$ cat src/hw/dcs_map.vh
`ifndef DCS_MAP_VH
`define DCS_MAP_VH
// register offsets on the control bus
`define DCS_SOFT_RESET_TRIGGER      8'h10
`define DCS_PLAYBACK_REQUEST        8'h13
`define DCS_OUTPUT_SILENCE          8'h14
`define DCS_ANCILLARY_LATCH_COMMAND 8'h16
`define DCS_REQUEST_PIN_SELECT      8'h18
`define DCS_FRAME_SYNC_STATE        8'h40
`define DCS_ANCILLARY_BITS_LOW      8'h41
`define DCS_ANCILLARY_BITS_HIGH     8'h42
`define DCS_FRAME_HEADER_UPPER      8'h43
`define DCS_FRAME_HEADER_MIDDLE     8'h44
`define DCS_FRAME_HEADER_LOWER      8'h45
`define DCS_ANC_BUF_FIRST           8'h59
`define DCS_ANC_BUF_LAST            8'h5D
// reset values
`define DCS_RST_SOFT_RESET          8'h00
`define DCS_RST_PLAYBACK            8'h01
`define DCS_RST_SILENCE             8'h00
`define DCS_RST_ANC_CMD             8'h00
`define DCS_RST_PIN_SELECT          8'h00
`define DCS_RST_STATUS              8'h00
// field positions
`define DCS_SOFT_RESET_BIT          0
`define DCS_PLAY_BIT                0
`define DCS_SILENCE_BIT             0
`define DCS_PIN_SELECT_BIT          2
`define DCS_HDR_BITRATE_MSB         15
`define DCS_HDR_BITRATE_LSB         12
`define DCS_HDR_PROTECT_BIT         16
`define DCS_HDR_LAYER_MSB           18
`define DCS_HDR_LAYER_LSB           17
`define DCS_HDR_VERSION_BIT         19
`define DCS_HDR_EXT_VERSION_BIT     20
// field codes
`define DCS_LAYER_THREE             2'h1
`define DCS_SYNC_UNUSED             2'h3
`define DCS_BITRATE_FREE            4'h0
`define DCS_BITRATE_FORBIDDEN       4'hF
`endif

$ cat src/hw/dcs_regs.v
// How it works
// - any soft-reset write resets command state, decoder
// - soft-reset any value written means reset, bit0 not needed; resets zero
// - playback bit0, reset one, only while decoding
// - silence bit0, reset zero, clocks keep running
// - nonzero command write loads five-byte ancillary buffer
// - select bit2 chooses buffered clock or request
// - buffered clock equals crystal input clock frequency
// - sync state two bits; code 11 unused
// - sixteen-bit ancillary count, low byte first
// - header copy refreshed on every new sync
// - header copy fields at fixed bit positions
// - extended-version and version bits give variant
// - layer three header field always reads 01
// - protection bit one means no redundancy check
// - bitrate index decodes by version bit table
// - registers reached over control bus by address
`timescale 1ns/10ps
`include "dcs_map.vh"
module dcs_regs #(
   parameter [6:0] DEV_ADDR = 7'h43   // arbitrary bus address
) (
   // clock and reset
   input  wire        mclk,
   input  wire        rst_n,
   // control bus pins, open drain
   input  wire        sclIn,
   input  wire        sdaIn,
   output wire        sdaOut,
   output wire        sdaOe,
   // decoder core status
   input  wire        decoding,
   input  wire [1:0]  syncStateIn,
   input  wire        syncAchieved,
   input  wire [20:0] headerIn,
   input  wire        frameDecodedOk,
   input  wire [15:0] ancCountIn,
   input  wire [39:0] ancDataIn,
   // decoder core control
   output reg         softResetPulse,
   output wire        playActive,
   output wire        silenceOut,
   output reg         ancLatchPulse,
   // multimedia pin
   input  wire        crystalInputClock,
   input  wire        dataRequestIn,
   output wire        multimediaPin,
   // header decode
   output reg  [1:0]  standardVariant,
   output reg  [8:0]  bitrateKbps,
   output reg         bitrateFree,
   output reg         bitrateForbidden,
   output reg         layerThree,
   output reg         crcAbsent
);

   localparam ST_IDLE = 3'h0;
   localparam ST_ADDR = 3'h1;
   localparam ST_ACKA = 3'h2;
   localparam ST_WR   = 3'h3;
   localparam ST_ACKW = 3'h4;
   localparam ST_RD   = 3'h5;
   localparam ST_RACK = 3'h6;

   reg  [2:0]  state_ff;
   reg  [3:0]  bitCnt_ff;
   reg  [7:0]  shift_ff;
   reg  [7:0]  ptr_ff;
   reg         gotPtr_ff;
   reg         rnw_ff;
   reg         sdaOe_ff;
   reg         sclPrev_ff;
   reg         sdaPrev_ff;
   reg  [7:0]  play_ff;
   reg  [7:0]  silence_ff;
   reg  [7:0]  ancCmd_ff;
   reg  [7:0]  pinSel_ff;
   reg  [1:0]  syncState_ff;
   reg  [15:0] ancCount_ff;
   reg  [20:0] header_ff;
   reg  [39:0] ancBuf_ff;
   wire        wrStb;
   reg  [7:0]  rdData;
   wire        sclRise;
   wire        sclFall;
   wire        startCond;
   wire        stopCond;
   wire [7:0]  ancIdx;

   // bus edges and framing conditions
   assign sclRise   = sclIn & ~sclPrev_ff;
   assign sclFall   = ~sclIn & sclPrev_ff;
   assign startCond = sclIn & sclPrev_ff & sdaPrev_ff & ~sdaIn;
   assign stopCond  = sclIn & sclPrev_ff & ~sdaPrev_ff & sdaIn;
   assign sdaOut    = 1'b0;
   assign sdaOe     = sdaOe_ff;
   assign ancIdx    = ptr_ff - `DCS_ANC_BUF_FIRST;

   // read mux; reserved and write-only addresses read zero
   always @* begin
      rdData = 8'h00;
      case (ptr_ff)
         `DCS_PLAYBACK_REQUEST:        rdData = play_ff;
         `DCS_OUTPUT_SILENCE:          rdData = silence_ff;
         `DCS_ANCILLARY_LATCH_COMMAND: rdData = ancCmd_ff;
         `DCS_REQUEST_PIN_SELECT:      rdData = pinSel_ff;
         `DCS_FRAME_SYNC_STATE:        rdData = {6'h00, syncState_ff};
         `DCS_ANCILLARY_BITS_LOW:      rdData = ancCount_ff[7:0];
         `DCS_ANCILLARY_BITS_HIGH:     rdData = ancCount_ff[15:8];
         `DCS_FRAME_HEADER_UPPER:      rdData = {3'h0, header_ff[20:16]};
         `DCS_FRAME_HEADER_MIDDLE:     rdData = header_ff[15:8];
         `DCS_FRAME_HEADER_LOWER:      rdData = header_ff[7:0];
         default: if (ptr_ff >= `DCS_ANC_BUF_FIRST && ptr_ff <= `DCS_ANC_BUF_LAST) begin
            rdData = ancBuf_ff[ancIdx[2:0]*8 +: 8];
         end
      endcase
   end

   // data byte completes: first byte after address sets the pointer
   assign wrStb = (state_ff == ST_WR) && sclFall && (bitCnt_ff == 4'h8) && gotPtr_ff && !startCond && !stopCond;

   // control bus slave: 7-bit address, pointer byte, auto-increment
   always @(posedge mclk or negedge rst_n) begin
      if (!rst_n) begin
         state_ff   <= ST_IDLE;
         bitCnt_ff  <= 4'd0;
         shift_ff   <= 8'h00;
         ptr_ff     <= 8'h00;
         gotPtr_ff  <= 1'b0;
         rnw_ff     <= 1'b0;
         sdaOe_ff   <= 1'b0;
         sclPrev_ff <= 1'b1;
         sdaPrev_ff <= 1'b1;
      end else begin
         sclPrev_ff <= sclIn;
         sdaPrev_ff <= sdaIn;
         if (startCond) begin
            state_ff  <= ST_ADDR;
            bitCnt_ff <= 4'd0;
            gotPtr_ff <= 1'b0;
            sdaOe_ff  <= 1'b0;
         end else if (stopCond) begin
            state_ff <= ST_IDLE;
            sdaOe_ff <= 1'b0;
         end else begin
            case (state_ff)
               ST_ADDR, ST_WR: begin
                  if (sclRise) begin
                     shift_ff  <= {shift_ff[6:0], sdaIn};
                     bitCnt_ff <= bitCnt_ff + 4'd1;
                  end else if (sclFall && bitCnt_ff == 4'd8) begin
                     bitCnt_ff <= 4'd0;
                     if (state_ff == ST_ADDR) begin
                        if (shift_ff[7:1] == DEV_ADDR) begin
                           rnw_ff   <= shift_ff[0];
                           sdaOe_ff <= 1'b1;
                           state_ff <= ST_ACKA;
                        end else begin
                           state_ff <= ST_IDLE;                      // not ours, stay quiet
                        end
                     end else begin
                        sdaOe_ff <= 1'b1;
                        state_ff <= ST_ACKW;
                        if (!gotPtr_ff) begin
                           ptr_ff    <= shift_ff;
                           gotPtr_ff <= 1'b1;
                        end else begin
                           ptr_ff <= ptr_ff + 8'h01;
                        end
                     end
                  end
               end
               ST_ACKA: begin
                  if (sclFall) begin
                     if (rnw_ff) begin
                        shift_ff <= rdData;
                        ptr_ff   <= ptr_ff + 8'h01;
                        sdaOe_ff <= ~rdData[7];
                        state_ff <= ST_RD;
                     end else begin
                        sdaOe_ff <= 1'b0;
                        state_ff <= ST_WR;
                     end
                  end
               end
               ST_ACKW: if (sclFall) begin
                  sdaOe_ff <= 1'b0;
                  state_ff <= ST_WR;
               end
               ST_RD: begin
                  if (sclFall) begin
                     if (bitCnt_ff == 4'd7) begin
                        bitCnt_ff <= 4'd0;
                        sdaOe_ff  <= 1'b0;                           // let the master answer
                        state_ff  <= ST_RACK;
                     end else begin
                        bitCnt_ff <= bitCnt_ff + 4'd1;
                        shift_ff  <= {shift_ff[6:0], 1'b0};
                        sdaOe_ff  <= ~shift_ff[6];
                     end
                  end
               end
               ST_RACK: begin
                  if (sclRise) begin
                     rnw_ff <= ~sdaIn;                               // nack ends the burst
                  end else if (sclFall) begin
                     if (rnw_ff) begin
                        shift_ff <= rdData;
                        ptr_ff   <= ptr_ff + 8'h01;
                        sdaOe_ff <= ~rdData[7];
                        state_ff <= ST_RD;
                     end else begin
                        state_ff <= ST_IDLE;
                     end
                  end
               end
               default: state_ff <= ST_IDLE;
            endcase
         end
      end
   end

   // command and status registers; soft reset takes them back too
   always @(posedge mclk or negedge rst_n) begin
      if (!rst_n) begin
         play_ff        <= `DCS_RST_PLAYBACK;
         silence_ff     <= `DCS_RST_SILENCE;
         ancCmd_ff      <= `DCS_RST_ANC_CMD;
         pinSel_ff      <= `DCS_RST_PIN_SELECT;
         syncState_ff   <= 2'h0;
         ancCount_ff    <= 16'h0000;
         header_ff      <= 21'h00000;
         ancBuf_ff      <= 40'h0000000000;
         softResetPulse <= 1'b0;
         ancLatchPulse  <= 1'b0;
      end else begin
         softResetPulse <= 1'b0;
         ancLatchPulse  <= 1'b0;
         if (wrStb && ptr_ff == `DCS_SOFT_RESET_TRIGGER) begin
            // any value written resets, bit0 included
            softResetPulse <= 1'b1;
            play_ff        <= `DCS_RST_PLAYBACK;
            silence_ff     <= `DCS_RST_SILENCE;
            ancCmd_ff      <= `DCS_RST_ANC_CMD;
            pinSel_ff      <= `DCS_RST_PIN_SELECT;
            syncState_ff   <= 2'h0;
            ancCount_ff    <= 16'h0000;
            header_ff      <= 21'h00000;
            ancBuf_ff      <= 40'h0000000000;
         end else begin
            // status capture from the core; writes to these are dropped
            if (syncStateIn != `DCS_SYNC_UNUSED) begin
               syncState_ff <= syncStateIn;
            end
            if (frameDecodedOk) begin
               ancCount_ff <= ancCountIn;
            end
            if (syncAchieved) begin
               header_ff <= headerIn;
            end
            if (wrStb) begin
               case (ptr_ff)
                  `DCS_PLAYBACK_REQUEST:    play_ff    <= shift_ff;
                  `DCS_OUTPUT_SILENCE:      silence_ff <= shift_ff;
                  `DCS_REQUEST_PIN_SELECT:  pinSel_ff  <= shift_ff;
                  `DCS_ANCILLARY_LATCH_COMMAND: begin
                     ancCmd_ff <= shift_ff;
                     if (shift_ff != 8'h00) begin
                        ancBuf_ff     <= ancDataIn;
                        ancLatchPulse <= 1'b1;
                     end
                  end
                  default: ;                                         // read-only and reserved writes dropped
               endcase
            end
         end
      end
   end

   // play only counts in the decoding state; silence leaves clocks alone
   assign playActive = play_ff[`DCS_PLAY_BIT] & decoding;
   assign silenceOut = silence_ff[`DCS_SILENCE_BIT];

   // pin mux passes the crystal clock itself, so frequency is identical
   assign multimediaPin = pinSel_ff[`DCS_PIN_SELECT_BIT] ? dataRequestIn : crystalInputClock;

   // header field decode, registered
   always @(posedge mclk or negedge rst_n) begin
      if (!rst_n) begin
         standardVariant  <= 2'h0;
         bitrateKbps      <= 9'h000;
         bitrateFree      <= 1'b0;
         bitrateForbidden <= 1'b0;
         layerThree       <= 1'b0;
         crcAbsent        <= 1'b0;
      end else begin
         standardVariant  <= {header_ff[`DCS_HDR_EXT_VERSION_BIT], header_ff[`DCS_HDR_VERSION_BIT]};
         layerThree       <= header_ff[`DCS_HDR_LAYER_MSB:`DCS_HDR_LAYER_LSB] == `DCS_LAYER_THREE;
         crcAbsent        <= header_ff[`DCS_HDR_PROTECT_BIT];
         bitrateFree      <= header_ff[`DCS_HDR_BITRATE_MSB:`DCS_HDR_BITRATE_LSB] == `DCS_BITRATE_FREE;
         bitrateForbidden <= header_ff[`DCS_HDR_BITRATE_MSB:`DCS_HDR_BITRATE_LSB] == `DCS_BITRATE_FORBIDDEN;
         bitrateKbps      <= rateOf(header_ff[`DCS_HDR_VERSION_BIT],
                                    header_ff[`DCS_HDR_BITRATE_MSB:`DCS_HDR_BITRATE_LSB]);
      end
   end

   // bitrate table; free and forbidden give zero
   function [8:0] rateOf;
      input       ver;
      input [3:0] idx;
      begin
         case (idx)
            4'h1:    rateOf = ver ? 9'h020 : 9'h008;
            4'h2:    rateOf = ver ? 9'h028 : 9'h010;
            4'h3:    rateOf = ver ? 9'h030 : 9'h018;
            4'h4:    rateOf = ver ? 9'h038 : 9'h020;
            4'h5:    rateOf = ver ? 9'h040 : 9'h028;
            4'h6:    rateOf = ver ? 9'h050 : 9'h030;
            4'h7:    rateOf = ver ? 9'h060 : 9'h038;
            4'h8:    rateOf = ver ? 9'h070 : 9'h040;
            4'h9:    rateOf = ver ? 9'h080 : 9'h050;
            4'hA:    rateOf = ver ? 9'h0A0 : 9'h060;
            4'hB:    rateOf = ver ? 9'h0C0 : 9'h070;
            4'hC:    rateOf = ver ? 9'h0E0 : 9'h080;
            4'hD:    rateOf = ver ? 9'h100 : 9'h090;
            4'hE:    rateOf = ver ? 9'h140 : 9'h0A0;
            default: rateOf = 9'h000;
         endcase
      end
   endfunction

endmodule // dcs_regs

$ cat config.mk
export PLATFORM = sky130hd
export DESIGN_NAME = dcs_regs
export DESIGN_NICKNAME = d
export VERILOG_FILES = /design/src/hw/dcs_regs.v
export VERILOG_INCLUDE_DIRS = /design/src /design/src/hw
export SDC_FILE = /design/constraint.sdc
export NUM_CORES = 1
export LEC_CHECK = 0
export BUFFER_PORTS_ARGS = -buffer_cell sky130_fd_sc_hd__buf_2
export CORE_MARGIN = 3
export CORE_UTILIZATION = 45
export DETAILED_ROUTE_END_ITERATION = 10
export HOLD_SLACK_MARGIN = 0.1
export PLACE_DENSITY = 0.65
export SLEW_MARGIN = 20
export SYNTH_ARGS = -nofsm -noshare
export SYNTH_HDL_FRONTEND = slang
export SYNTH_SLANG_ARGS = --single-unit
$ cat constraint.sdc
create_clock -name mclk -period 4.3 [get_ports mclk]
set_input_delay 0 -clock mclk [delete_from_list [all_inputs] [get_ports mclk]]
set_output_delay 0 -clock mclk [all_outputs]
set_load 0.02 [all_outputs]
==> results by group <==
STA
  – Final Hold Fails: 0
  – Period minus WS final: 3.28 ns
  – Setup-failing EPs final: 0
  – Max Clk Rate: 305 MHz
  – Slew margin rel.: 46.8%
  – Slew @ Worst Pin: 0.792 ns
  – Tcrit/Tclk final: 76.3%
  – Skew final: 0.00928 ns
  – Max-slew violation count: 0
  – RSZ-0062 raised after global routing: false
  – Total negative slack: 0 ns

Global routing
  – GRT Residual Overflow: 0
  – Gr usage total: 22.9%
  – Pin count of the biggest net entering global routing: 85
  – First-pass GRT wire length: 35800 µm
  – Number of global-route vias before repair: 6781
  – Initial antenna violation count: 0

Placement
  – I/O Buffers: 105
  – Placed instance count: 1049
  – Routability cong.: 0.894
  – Post-DP HPWL: 14300 µm

Yosys
  – Synth Area in Adders: 1.21%
  – Post-synth top flop: dfrtp_1
  – Synth async-reset ratio: 100%
  – Syn Inst Count: 776
  – Post-Synth Simple-Gate Area: 15.1%
  – Sequential area share after synthesis: 48.9%
  – Main combinational cell family by area after synthesis: compound AO/OA/AOI/OAI gates
  – Yosys cell types: 68
  – Synthesized area: 0.00784 mm²
  – Post-synthesis xor/xnor area fraction: 0.447%
  – YS warnings: 0
  – Post-synthesis mux area share: 11.1%
  – EDFF count, synth: 0
  – Seq cells post-synth: 153
  – Post-Syn Area per Cell: 10.1 µm²
  – Compound-cell area share of the yosys netlist: 18.3%

Floorplan
  – Full die area: 0.0191 mm²
  – Starting density of the core: 46.6%
  – IO Count: 110
  – Chip width: 138 µm
  – Row cnt: 47
  – Die height: 138 µm
  – Placeable core area: 0.0168 mm²

Finish
  – Layout cells sized above 1: 19.0%
  – Most frequent cells in the layout: dfrtp_1, buf_2, nor2_1
  – Reg area: 0.00383 mm²
  – Layout Cells excl Fill: 1164
  – Fin nets: 1025
  – Fill cell count: 1433
  – Area Overhead vs Synth: 25.7%
  – Most common cell after layout, fill and taps aside: dfrtp_1
  – Diode count: 0
  – Area of the multi-input gates: 0.00365 mm²

Clocking
  – Resize count post-CTS: 0
  – CTS tree: done
  – Reg clk slew, reported paths: 0.07 ns
  – Latest clock arrival within the worst-skew pair: 0.43 ns
  – Root Buffer: clkbuf_16
  – H-Tree Level Count: 4
  – Clock sinks: 153
  – Hold Buf Count CTS: 83
  – Postcts setup bufs: 0
  – CTS buffer count: 17
  – Clock buffer depth: 2

Critical path
  – CP max FO: 47
  – Crit path launch type: flip-flop
  – Crit path buf inv count: 2
  – CP peak stage delay: 0.61 ns
  – Crit-path cells: nor4b_4 -> nand3_1 -> nor2_4 -> buf_4 -> nor3_1 -> dlygate4sd3_1
  – Crit path launch: ptr_ff[6]$_DFFE_PN0P_
  – Crit path required time: 4.61 ns
  – Critical Path End Type: flip-flop
  – CP Class: reg -> reg
  – Worst r2r src: ptr_ff[6]$_DFFE_PN0P_
  – Critical Path Slowest Stage Cell: nor4b_4
  – Worst path arrival time: 3.59 ns
  – Cell family with most CP delay: simple AND/OR/NAND/NOR gates

Worst hold path
  – Worst min-delay path startpoint: frameDecodedOk
  – Worst min-delay path class: in -> reg

Power
  – Pwr dens: 492 mW/mm²
  – Static Leakage: 4.44 nW
  – Max VDD drop: 0.371 mV

Drt
  – Drt pass-1 iters: 5
  – DRC errors left: 0
  – DRT Wirelength: 21800 µm
  – Routed Antenna Nets: 0
  – Vias per std cell: 5.82
  – WL per Instance: 18.7 µm
  – Via count: 6774
  – Starting DRT DRC Count: 708

Job
  – Max-cap violations: 0

Outcome
  – Status: finished clean
## per-layer routing
metal	track usage [%]	part of all wire (%)
met4	7.44	2.0
met2	37.1	49
met1	31.4	43
met5	0	0
met3	4.18	5.5
## worst reg2reg max path, cell delays in order (launching register included)
cell and delay [ns]:
dfrtp_1 0.50, nor4b_4 0.61, nand3_1 0.39, nor2_4 0.45, buf_4 0.51, nor3_1 0.12
dlygate4sd3_1 0.58
## Yosys cell counts (11+ instances only)
cell | number | share of area (%)
dfrtp_1 | 150 | 48
nor2_1 | 94 | 4.5
mux2i_1 | 62 | 7.9
nand2_1 | 62 | 3.0
a22o_1 | 47 | 5.2
clkbuf_1 | 39 | 1.9
o21ai_0 | 39 | 2.5
a21oi_1 | 37 | 2.4
nand3_1 | 23 | 1.5
buf_2 | 16 | 1.0
inv_1 | 14 | 0.67
a22oi_1 | 13 | 1.2
nor2b_1 | 12 | 0.96
nor3_1 | 12 | 0.77
o22ai_1 | 11 | 0.88
## worst paths after layout
path,end,slack (ns),cells after the start
max,syncState_ff[1]$_DFFE_PN0P_,1.02,6
min,ancCount_ff[14]$_DFFE_PN0P_,0.14,3
max reg2reg,syncState_ff[1]$_DFFE_PN0P_,1.02,6
min reg2reg,standardVariant[1]$_DFF_PN0_,0.40,0
max in group asynchronous,ancBuf_ff[3]$_DFFE_PN0P_,3.06,3
min in group asynchronous,bitrateFree$_DFF_PN0_,0.18,2
## where the power goes
| group | internal, mW | total (mW) | switching, mW | leakage, nW |
|---|---|---|---|---|
| Clock | 0.869 | 1.51 | 0.637 | 0.281 |
| Sequential | 1.58 | 1.87 | 0.287 | 2.00 |
| Combinational | 0.572 | 1.47 | 0.902 | 2.16 |
| Total | 3.03 | 4.85 | 1.83 | 4.44 |
## flip-flops by register name (all words and copies together), names as in the netlist, 2 cells and up
| signal | count |
|---|---|
| ancBuf_ff | 40 |
| ancCmd_ff | 8 |
| ancCount_ff | 16 |
| bitCnt_ff | 4 |
| bitrateKbps | 6 |
| header_ff | 21 |
| pinSel_ff | 8 |
| play_ff | 8 |
| ptr_ff | 8 |
| shift_ff | 8 |
| silence_ff | 8 |
| standardVariant | 2 |
| state_ff | 3 |
| syncState_ff | 2 |
## cell type report
class                   count  area share [%]
clock inverters            14            1.62
clock buffers              18            4.35
repair buffers            202            14.9
multi-input cells         543            37.0
inverters                  14           0.533
well taps                 220            2.79
flip-flops and latches    153            38.9
## cell families after synthesis
group / count (synthesis)
flops: 153
other cells: 1
fa+ha+maj: 8
compound gates: 202
buf+inv: 83
xor+xnor: 4
simple gates: 249
mux: 76
## through the flow
stage          util (%)  setup slack (ns)  power (mW)  cell area [µm²]  hold slack [ns]
4_1_cts            58.6              1.06        4.85             9860            0.116
2_1_floorplan         -              1.55        2.84             7860           -0.296
3_3_place_gp       50.2              1.49        3.24             8440           0.0873
5_1_grt            58.6             0.811        5.12             9860            0.149
6_report           58.6              1.02        4.85             9860            0.138
3_5_place_dp       50.2              1.42        3.28             8440           0.0990
Power figures use the tool's default switching activity.
